[src/rtl/brake_seq_pkg.sv]
// Constants, types and states of the holding brake sequencer.
// Assumes one 100 MHz clock; speeds in rpm, signed 16 bit.
// Contract
// Separate cw and ccw thresholds, clamped ranges
// Hysteresis 1..32764 added before release
// Accelerate to threshold, then release brake
// Hold threshold until release delay expires
// Then ramp to the requested setpoint
// Below threshold: decelerate, apply at threshold
// Hold threshold until apply delay expires
// Configurer matches delays to brake times
// Defaults: slip speed, hysteresis half slip
// Brake output reassignment only while stage inactive
// Contactor delay around brake sequence when linked
// Signed compare, direction picks threshold
package brake_seq_pkg;
   localparam int SPD_W = 16;
   localparam logic signed [15:0] CW_MAX  = 16'sh7FFC;
   localparam logic signed [15:0] CW_DEF  = 16'sh005A;
   localparam logic signed [15:0] CCW_MIN = 16'sh8004;
   localparam logic signed [15:0] CCW_DEF = 16'shFFA6;
   localparam logic [15:0] HYS_MIN   = 16'h0001;
   localparam logic [15:0] HYS_MAX   = 16'h7FFC;
   localparam logic [15:0] HYS_DEF   = 16'h0001;
   localparam logic [15:0] DELAY_DEF = 16'h0064;
   localparam logic [15:0] CON_DEF   = 16'h0064;
   localparam int CLK_PERIOD_NS = 10;
   localparam int MS_NS         = 1000000;
   localparam int MS_CYCLES     = MS_NS / CLK_PERIOD_NS;

   typedef struct packed {
      logic signed [15:0] cw;
      logic signed [15:0] ccw;
      logic [15:0]        hys;
      logic [15:0]        rel_dly;
      logic [15:0]        app_dly;
      logic [15:0]        con_dly;
   } brake_cfg_t;

   typedef enum logic [2:0] {
      ST_IDLE     = 3'h0,
      ST_CONTACT  = 3'h1,
      ST_ACCEL    = 3'h2,
      ST_REL_HOLD = 3'h3,
      ST_RUN      = 3'h4,
      ST_DECEL    = 3'h5,
      ST_APP_HOLD = 3'h6,
      ST_CON_OFF  = 3'h7
   } seq_state_t;
endpackage

[src/rtl/holding_brake_sequencer.sv]
// Brake sequencer: shapes the speed setpoint and drives the brake.
// Assumes all inputs synchronous to clk; open loop, so the
// shaped setpoint stands in for the motor speed.
`timescale 1ns/1ns
`default_nettype none
module holding_brake_sequencer #(
   parameter int MS_CYC = brake_seq_pkg::MS_CYCLES
) (
   input  wire logic                      clk,
   input  wire logic                      rstn,
   input  wire logic signed [15:0]        speed_request,
   input  wire logic                      run_enable,
   input  wire logic [15:0]               ramp_step,
   input  wire logic                      cfg_write,
   input  wire brake_seq_pkg::brake_cfg_t cfg_in,
   input  wire logic                      load_defaults,
   input  wire logic [15:0]               motor_slip_speed,
   input  wire logic                      power_stage_active,
   input  wire logic                      brake_assign_req,
   input  wire logic                      brake_assign_value,
   input  wire logic                      motor_contactor_control,
   output logic signed [15:0]             setpoint_out,
   output logic                           brake_release,
   output logic                           contactor_on,
   output logic                           control_active,
   output logic                           assign_refused,
   output logic                           brake_output_function,
   output brake_seq_pkg::brake_cfg_t      cfg_out
);
   import brake_seq_pkg::*;

   // Step cur toward tgt by at most step
   function automatic logic signed [15:0] approach(
      input logic signed [15:0] cur,
      input logic signed [15:0] tgt,
      input logic [15:0]        step);
      logic signed [17:0] d;
      logic signed [17:0] s;
      d = 18'(tgt) - 18'(cur);
      s = $signed({2'b00, step});
      if (d > s) begin
         approach = 16'(18'(cur) + s);
      end else if (d < -s) begin
         approach = 16'(18'(cur) - s);
      end else begin
         approach = tgt;
      end
   endfunction

   // Saturate a wide value into [lo, hi]
   function automatic logic signed [15:0] clamp(
      input logic signed [17:0] v,
      input logic signed [15:0] lo,
      input logic signed [15:0] hi);
      if (v < 18'(lo)) begin
         clamp = lo;
      end else if (v > 18'(hi)) begin
         clamp = hi;
      end else begin
         clamp = 16'(v);
      end
   endfunction

   seq_state_t         state_reg;
   seq_state_t         state_next;
   brake_cfg_t         cfg_reg;
   brake_cfg_t         cfg_next;
   brake_cfg_t         cfg_clamped;
   brake_cfg_t         cfg_default;
   logic               dir_reg;
   logic               dir_next;
   logic signed [15:0] setpoint_reg;
   logic signed [15:0] setpoint_next;
   logic [16:0]        pre_reg;
   logic [15:0]        ms_reg;
   logic               func_reg;
   logic               refused_reg;
   logic               brake_reg;
   logic               ctrl_reg;
   logic               cont_reg;

   // Write path: clamp thresholds and hysteresis into their legal range; delays pass unchanged
   // threshold ranges
   assign cfg_clamped.cw  = clamp(18'(cfg_in.cw), 16'sh0000, CW_MAX);
   assign cfg_clamped.ccw = clamp(18'(cfg_in.ccw), CCW_MIN, 16'sh0000);
   // hysteresis range
   assign cfg_clamped.hys = 16'(clamp($signed({2'b00, cfg_in.hys}),
                                      $signed(HYS_MIN), $signed(HYS_MAX)));
   assign cfg_clamped.rel_dly = cfg_in.rel_dly;
   assign cfg_clamped.app_dly = cfg_in.app_dly;
   assign cfg_clamped.con_dly = cfg_in.con_dly;

   // slip based defaults
   assign cfg_default.cw  = clamp($signed({2'b00, motor_slip_speed}), 16'sh0000, CW_MAX);
   assign cfg_default.ccw = -cfg_default.cw;
   assign cfg_default.hys = (motor_slip_speed[15:1] == 15'h0000) ? HYS_MIN
                          : 16'(clamp($signed({3'b000, motor_slip_speed[15:1]}),
                                      $signed(HYS_MIN), $signed(HYS_MAX)));
   assign cfg_default.rel_dly = cfg_reg.rel_dly;
   assign cfg_default.app_dly = cfg_reg.app_dly;
   assign cfg_default.con_dly = cfg_reg.con_dly;

   // Defaults win over a write in the same cycle
   assign cfg_next = load_defaults ? cfg_default
                   : cfg_write ? cfg_clamped : cfg_reg;

   // Direction compares on the stopped request
   wire logic signed [15:0] eff_req = run_enable ? speed_request : 16'sh0000;
   wire logic signed [17:0] hys_w   = $signed({2'b00, cfg_reg.hys});
   // signed compare per direction
   wire logic start_cw  = 18'(eff_req) > (18'(cfg_reg.cw) + hys_w);
   wire logic start_ccw = 18'(eff_req) < (18'(cfg_reg.ccw) - hys_w);
   wire logic signed [15:0] thr = dir_reg ? cfg_reg.ccw : cfg_reg.cw;
   wire logic stop_req = dir_reg ? (eff_req > cfg_reg.ccw) : (eff_req < cfg_reg.cw);
   wire logic signed [15:0] sp_thr = approach(setpoint_reg, thr, ramp_step);
   wire logic signed [15:0] sp_run = approach(setpoint_reg, eff_req, ramp_step);

   // Delay of the running wait state, in ms
   wire logic [15:0] cur_dly = (state_reg == ST_REL_HOLD) ? cfg_reg.rel_dly
                             : (state_reg == ST_APP_HOLD) ? cfg_reg.app_dly
                             : cfg_reg.con_dly;
   wire logic time_up = ms_reg >= cur_dly;
   wire logic ms_tick = pre_reg == 17'(MS_CYC - 1);

   // Sequencer
   always_comb begin
      state_next    = state_reg;
      dir_next      = dir_reg;
      setpoint_next = setpoint_reg;
      case (state_reg)
         ST_IDLE: begin
            setpoint_next = 16'sh0000;
            if (start_cw || start_ccw) begin
               dir_next   = start_ccw;
               // contactor delay before control
               state_next = motor_contactor_control ? ST_CONTACT : ST_ACCEL;
            end
         end
         ST_CONTACT: begin
            if (time_up) begin
               state_next = ST_ACCEL;
            end
         end
         // ramp only up to threshold
         ST_ACCEL: begin
            setpoint_next = sp_thr;
            if (sp_thr == thr) begin
               state_next = ST_REL_HOLD;
            end
         end
         // hold during release delay
         ST_REL_HOLD: begin
            setpoint_next = thr;
            if (time_up) begin
               state_next = ST_RUN;
            end
         end
         // ramp toward request
         ST_RUN: begin
            setpoint_next = sp_run;
            if (stop_req) begin
               state_next    = ST_DECEL;
               setpoint_next = sp_thr;
            end
         end
         // brake at threshold
         ST_DECEL: begin
            setpoint_next = sp_thr;
            if (!stop_req) begin
               state_next    = ST_RUN;
               setpoint_next = sp_run;
            end else if (sp_thr == thr) begin
               state_next = ST_APP_HOLD;
            end
         end
         // hold during apply delay
         ST_APP_HOLD: begin
            setpoint_next = thr;
            if (time_up) begin
               setpoint_next = 16'sh0000;
               state_next    = motor_contactor_control ? ST_CON_OFF : ST_IDLE;
            end
         end
         // contactor delay after control
         ST_CON_OFF: begin
            setpoint_next = 16'sh0000;
            if (time_up) begin
               state_next = ST_IDLE;
            end
         end
         default: begin
            state_next    = ST_IDLE;
            setpoint_next = 16'sh0000;
         end
      endcase
   end

   // Output levels follow the next state, so all move together
   wire logic rel_next  = (state_next == ST_REL_HOLD) || (state_next == ST_RUN)
                       || (state_next == ST_DECEL);
   wire logic ctrl_next = (state_next != ST_IDLE) && (state_next != ST_CONTACT)
                       && (state_next != ST_CON_OFF);
   wire logic cont_next = motor_contactor_control ? (state_next != ST_IDLE) : ctrl_next;

   // reassign only with stage inactive
   wire logic assign_ok = brake_assign_req && !power_stage_active;
   wire logic func_next = assign_ok ? brake_assign_value : func_reg;

   // Timer restarts on every state change for a full first ms
   always_ff @(posedge clk) begin
      if (!rstn || state_next != state_reg) begin
         pre_reg <= 17'h00000;
         ms_reg  <= 16'h0000;
      end else if (ms_tick) begin
         pre_reg <= 17'h00000;
         ms_reg  <= (ms_reg == 16'hFFFF) ? ms_reg : ms_reg + 16'h0001;
      end else begin
         pre_reg <= pre_reg + 17'h00001;
      end
   end

   // Configuration and sequencer registers
   always_ff @(posedge clk) begin
      if (!rstn) begin
         cfg_reg      <= '{CW_DEF, CCW_DEF, HYS_DEF, DELAY_DEF, DELAY_DEF, CON_DEF};
         state_reg    <= ST_IDLE;
         dir_reg      <= 1'b0;
         setpoint_reg <= 16'sh0000;
      end else begin
         cfg_reg      <= cfg_next;
         state_reg    <= state_next;
         dir_reg      <= dir_next;
         setpoint_reg <= setpoint_next;
      end
   end

   // Drive side outputs; brake only acts if the output is assigned
   always_ff @(posedge clk) begin
      if (!rstn) begin
         func_reg    <= 1'b0;
         refused_reg <= 1'b0;
         brake_reg   <= 1'b0;
         ctrl_reg    <= 1'b0;
         cont_reg    <= 1'b0;
      end else begin
         func_reg    <= func_next;
         refused_reg <= brake_assign_req && power_stage_active;
         brake_reg   <= rel_next && func_next;
         ctrl_reg    <= ctrl_next;
         cont_reg    <= cont_next;
      end
   end

   assign setpoint_out          = setpoint_reg;
   assign brake_release         = brake_reg;
   assign contactor_on          = cont_reg;
   assign control_active        = ctrl_reg;
   assign assign_refused        = refused_reg;
   assign brake_output_function = func_reg;
   assign cfg_out               = cfg_reg;
endmodule
`default_nettype wire

[config.mk]
export PLATFORM = sky130hd
export DESIGN_NAME = holding_brake_sequencer
export DESIGN_NICKNAME = d
export VERILOG_FILES = /design/src/rtl/brake_seq_pkg.sv /design/src/rtl/holding_brake_sequencer.sv
export SDC_FILE = /design/constraint.sdc
export NUM_CORES = 1
export LEC_CHECK = 0
export ABC_CLOCK_PERIOD_IN_PS = 15000
export BUFFER_PORTS_ARGS = -buffer_cell sky130_fd_sc_hd__buf_4
export CAP_MARGIN = 20
export CELL_PAD_IN_SITES_DETAIL_PLACEMENT = 0
export CELL_PAD_IN_SITES_GLOBAL_PLACEMENT = 2
export CORE_MARGIN = 10
export CORE_UTILIZATION = 36
export DETAILED_ROUTE_END_ITERATION = 8
export GPL_TIMING_DRIVEN = 0
export MAX_ROUTING_LAYER = met4
export PLACE_DENSITY = 0.85
export SYNTH_ARGS = -nofsm -noshare
export SYNTH_HDL_FRONTEND = slang
export SYNTH_SLANG_ARGS = --single-unit
[constraint.sdc]
create_clock -name clk -period 15 [get_ports clk]
set_clock_uncertainty 0.2 [all_clocks]
set_input_delay 0.75 -clock clk [delete_from_list [all_inputs] [get_ports clk]]
set_output_delay 0.75 -clock clk [all_outputs]
set_load 0.005 [all_outputs]
# Word-level counts from Yosys, hierarchy flattened
# Cells that the tools add are included.
# word_totals
ff_bits,154
out_inout_bits,117
wordCells,122
# op_classes
n_addsub,10
n_lt_le_gt_ge,18
eq_ne,16
muxes,38
bitwise,2
reduce_logical,22
# op_table
op,count
16-bit two-way mux,18
96-bit two-way mux,2
16-bit case mux with 5 select lines,1
17-bit by 18-bit < comparator with 1-bit output,2
17-bit > comparator,2
16-bit by 16-bit subtractor with 17-bit output,2
16-bit by 15-bit > comparator with 1-bit output (second input constant),2
16-bit by 1-bit < comparator with 1-bit output (second input constant),2
15-bit two-way mux,2
3-bit two-way mux,10
3-bit case mux with 8 select lines,1
16-bit by 17-bit adder with 18-bit output,1
3-bit == test (second input constant),6
16-bit by 18-bit > comparator with 1-bit output,1
16-bit by 18-bit < comparator with 1-bit output,1
16-bit negator with 18-bit output,1
16-bit by 17-bit subtractor with 18-bit output,1
17-bit by 1-bit adder with 17-bit output (second input constant),1
17-bit == test (second input constant),1
16-bit by 1-bit adder with 16-bit output (second input constant),1
16-bit adder,1
16-bit == test,1
16-bit == test (second input constant),1
16-bit >= comparator,1
other kinds (27),44

# Depth between registers and ports, before layout
# logic_depth
depth_word,13
ltp_mapped,31

# Worst setup path before layout
# Ideal clock, no wire load.
# synth_timing
path_kind,register to register
startpoint,reg dir_reg
endpoint,reg pre_reg[5]
arrival_ns,5.830
required_time_ns,14.677
path_slack_ns,8.847
path_stages_with_launch,31
synth_period_minus_slack_ns,6.153
cell_sequence,dfxtp_1 buf_6 buf_2 mux2i_1 ha_1 nor2b_1 o21ai_0 a21boi_0 o21ai_0 a21boi_0 o21ai_0 a21oi_1 o211a_1 o21a_1 a21bo_2 a21oi_1 xnor2_1 ha_1 a21oi_1 nand2_1 a2111oi_0 a21oi_1 o21ai_1 o211ai_1 o32ai_1 a31oi_1 nor3_2 a41oi_1 nor2_2 buf_6 mux2_1
# synth_between
elab_chain_cells,12
elab_cells_between_ends,16
classes_between,1 x add/sub; 2 x order compare; 2 x eq/ne; 9 x mux; 2 x reduce/logical
# synth_rtl
item,line_no,rtl
"start, declared",holding_brake_sequencer.sv:70,logic dir_reg;
"start signal, assigned",holding_brake_sequencer.sv:232,dir_reg <= dir_next;
16-bit two-way mux,holding_brake_sequencer.sv:113,wire logic signed [15:0] thr = dir_reg ? cfg_reg.ccw : cfg_reg.cw;
16-bit by 16-bit subtractor with 17-bit output,holding_brake_sequencer.sv:39,d = 18'(tgt) - 18'(cur);
17-bit by 18-bit < comparator with 1-bit output,holding_brake_sequencer.sv:43,end else if (d < -s) begin
16-bit two-way mux,holding_brake_sequencer.sv:43,
16-bit two-way mux,holding_brake_sequencer.sv:41,if (d > s) begin
16-bit == test,"holding_brake_sequencer.sv:147, holding_brake_sequencer.sv:172",
3-bit two-way mux,holding_brake_sequencer.sv:172,end else if (sp_thr == thr) begin
3-bit two-way mux,holding_brake_sequencer.sv:169,if (!stop_req) begin
3-bit case mux with 8 select lines (*),holding_brake_sequencer.sv:130,case (state_reg)
3-bit != test (*),holding_brake_sequencer.sv:211,if (!rstn || state_next != state_reg) begin
1-bit logical OR (*),holding_brake_sequencer.sv:211,
2-bit OR reduction (no source line) (*),-,
"end signal, assigned",holding_brake_sequencer.sv:218,pre_reg <= pre_reg + 17'h00001;
"end, declared",holding_brake_sequencer.sv:74,logic [16:0] pre_reg;
# Mark *: on every way between the ends. The rest lies on a longest branch, timed or not.
# A chain may end at the register's enable or synchronous reset.

# Worst setup path after layout
# layout_timing
startpoint,reg dir_reg
endpoint,"reg brake_reg, in the netlist brake_release"
# layout_between
elab_chain_cells,13
elab_cells_between_ends,19
classes_between,1 x add/sub; 2 x order compare; 4 x eq/ne; 9 x mux; 3 x reduce/logical
# layout_rtl
item,line_no,rtl
16-bit two-way mux,holding_brake_sequencer.sv:113,
16-bit by 16-bit subtractor with 17-bit output,holding_brake_sequencer.sv:39,
17-bit by 18-bit < comparator with 1-bit output,holding_brake_sequencer.sv:43,
16-bit two-way mux,holding_brake_sequencer.sv:43,
16-bit two-way mux,holding_brake_sequencer.sv:41,
16-bit == test,"holding_brake_sequencer.sv:147, holding_brake_sequencer.sv:172",
3-bit two-way mux,holding_brake_sequencer.sv:172,
3-bit two-way mux,holding_brake_sequencer.sv:169,
3-bit case mux with 8 select lines (*),holding_brake_sequencer.sv:130,
3-bit by 2-bit == test with 1-bit output / 3-bit == test (equally long branches),holding_brake_sequencer.sv:199,wire logic rel_next = (state_next == ST_REL_HOLD) || (state_next == ST_RUN)
1-bit logical OR,holding_brake_sequencer.sv:199,
1-bit logical OR (*),holding_brake_sequencer.sv:200,|| (state_next == ST_DECEL);
1-bit logical AND (*),holding_brake_sequencer.sv:248,brake_reg <= rel_next && func_next;
"end signal, assigned",holding_brake_sequencer.sv:248,
"end, declared",holding_brake_sequencer.sv:78,logic brake_reg;
# Marks and branches as above.

==> flow_summary.toml <==
[run_status]
status = "finished clean"

[clock_network]
htreeDepth = 4
post-cts-setup-buffers = 0
post_cts_resized = 0
clock_latency_ns = 0.47
postCtsHoldBufs = 0
cts.sinks = 154
cts_tree = "yes"
clockBufferDepth = 2
clk_transition_reported_paths_ns = 0.07
numCtsBuffers = 17
clock-root-buffer = "clkbuf_16"

[route]
first_pass_iters = 7
num_vias = 19200
wl_per_cell_um = 24.5
drt_wl_total_mm = 80.6
drc = 0
viasPerCell = 5.85
drt_iter0_drc = 1469
postRouteAntennaNets = 0

[logic_synthesis]
syn_nets = 2778
synth_seq_area_share_pct = 17.5
yosys_warnings = 0
synth-main-ff-cell = "dfxtp_1"
ys_seq_elements = 154
synth_commonest_cells = "nand2_1 (286), ha_1 (248), a21oi_1 (163), dfxtp_1 (154), inv_1 (154)"
yosysMostFrequentCell = "nand2_1"
synth.area.top_cells = "ha_1 (18%), dfxtp_1 (18%), nand2_1 (6.1%)"
synth_top_cell_area_share_pct = 17.6
syn_area_um2 = 17600
async_reset_ff_share_pct = 0
syn_avg_cell_area_um2 = 7.43
synth_area_leader_cell = "ha_1"
synth_cells = 2371
ys_types = 81
synth_edf_count = 0

[floorplan]
row_count = 80
die_area_um2 = 58200
die_w_um = 241
ios = 270
fp.coreArea_um2 = 48000
die_y_um = 241
initial_core_util_pct = 36.7

[pwr]
clkPwrFrac_pct = 13.9
comb_power_share_pct = 70.5
switching_share_pct = 52.8
ir_drop_uv = 102
p_int_w = 0.00160
p_switching_w = 0.00179
power_density_nw_per_um2 = 161
p_leak_nw = 8.99
p_seq_share_pct = 15.6

[sta]
tightest_slew_ns = 1.03
rsz0062_at_grt = "no"
maxSlewViolCount = 0
max_freq_ghz = 0.120
setup_violations = 0
fin_setup_tns_ns = 0
finalHoldViolations = 0
max_slew_margin_pct = 29.4
fin_crit_ns = 8.36
finalCritPeriodShare_pct = 55.7

[worst_setup_path]
path_delay_family = "compound AO/OA/AOI/OAI gates"
path_class = "reg2reg"
arrival_ns = 8.51
end_kind = "flop"
crit_buf_inv = 3
slowest_delay_ns = 0.75
path_common_cell = "a21oi_1"
cp_slowest_cell = "mux2i_1"
cp-start-kind = "flop"
crit_required_ns = 15.15
cp_max_fo = 10

[hold_path]
hp-class = "reg2reg"

[flow_run]
maxCapViolCount = 0

[place]
place.gp.congestion = 0.980
dpl.cell_count = 3253
post-dp-hpwl_mm = 67.2
port_buffers = 266

[global_route]
gr-total-overflow = 0
grt_pass1_wl_mm = 119
antenna_found_initial = 4
grt_pass1_vias = 19400
track_usage_pct = 27.8
grt_max_degree = 17

[finish]
layout.nets = 3064
multiInputGateArea_um2 = 13500
drive_above_1_share_pct = 13.0
stdcell_count = 3289
nFillCells = 5032
area_growth_pct = 19.3
register_area_um2 = 3080
largest_register_ffs = 96
==> metrics by stage <==
stage	total power (W)	util (%)	hold WS, ns	worst slack, ns	area, um^2
2_1_floorplan	0.00211	-	0.272	8.85	17600
3_5_place_dp	0.00288	42.4	0.277	6.64	20400
5_1_grt	0.00366	43.7	0.300	5.91	21000
3_3_place_gp	0.00286	42.4	0.269	6.68	20400
6_report	0.00339	43.7	0.287	6.64	21000
4_1_cts	0.00336	43.7	0.286	6.61	21000
==> cell usage in the layout, fill, tap and decap left out, types with 20 or more instances in the layout <==
cell type,n
nand2b_1,27
xor2_1,49
a21oi_1,163
a31oi_1,20
o21a_1,31
o21ai_0,128
a21boi_0,58
nor2b_1,41
xnor2_1,99
o41ai_1,35
clkbuf_1,93
ha_1,248
nand3_1,88
nand4_1,43
a211oi_1,22
nor3_1,56
a21o_1,34
o211ai_1,29
inv_1,154
nor4_1,53
mux2i_1,23
nor2_1,150
nand2_1,286
dfxtp_1,154
buf_4,266
==> final cells by class <==
class,instances,area share (%)
buffer,109,2.07
clock inverter,13,0.745
clock buffer,19,2.16
tap,615,3.66
sequential,154,14.7
timing repair buffer,267,9.53
antenna,4,0.0477
inverter,154,2.75
multi-input combinational,1954,64.4
==> tightest hold or removal path, cell delays in order, from the launching register on <==
cell,delay (ns)
dfxtp_1,0.33
nand2_1,0.05
a21boi_0,0.06
==> layer usage <==
metal / vias up / share of wire [%] / wire length [um] / global-route usage, %
met1: 9181 / 43 / 34900 / 33.6
met4: 0 / 3.1 / 2460 / 9.11
met2: 678 / 47 / 38200 / 46.0
li1: 9269 / - / - / -
met5: - / 0 / 0 / -
met3: 118 / 6.2 / 4960 / 4.80
==> worst paths after layout <==
kind / startpoint / end / slack [ns] / cells after the start
min reg2reg: cfg_out[11]$_SDFFE_PN0P_ / cfg_out[11]$_SDFFE_PN0P_ / 0.29 / 2
max reg2reg: dir_reg$_SDFFE_PN0P_ / brake_release$_SDFF_PN0_ / 6.64 / 29
min: cfg_out[11]$_SDFFE_PN0P_ / cfg_out[11]$_SDFFE_PN0P_ / 0.29 / 2
max: dir_reg$_SDFFE_PN0P_ / brake_release$_SDFF_PN0_ / 6.64 / 29
==> cells by family (layout without fill, tap and decap cells) <==
logic type / Yosys count / in the layout / synth area share (%)
buf+inv: 263 / 562 / 5.75
fa+ha+maj: 256 / 256 / 18.4
other cells: 0 / 4 / 0
flops: 154 / 154 / 17.5
xor+xnor: 148 / 148 / 7.36
compound gates: 679 / 679 / 25.9
simple gates: 833 / 833 / 22.7
mux: 38 / 38 / 2.36
==> power by group through the flow <==
| stage | sequential [W] | clock, W | combinational [W] |
|---|---|---|---|
| 3_3_place_gp | 0.000536 | 0 | 0.00232 |
| 6_report | 0.000530 | 0.000471 | 0.00239 |
| 4_1_cts | 0.000527 | 0.000475 | 0.00236 |
| 5_1_grt | 0.000532 | 0.000489 | 0.00264 |
| 3_5_place_dp | 0.000536 | 0 | 0.00235 |
| 2_1_floorplan | 0.000496 | 0 | 0.00161 |
Power figures use the tool's default switching activity.
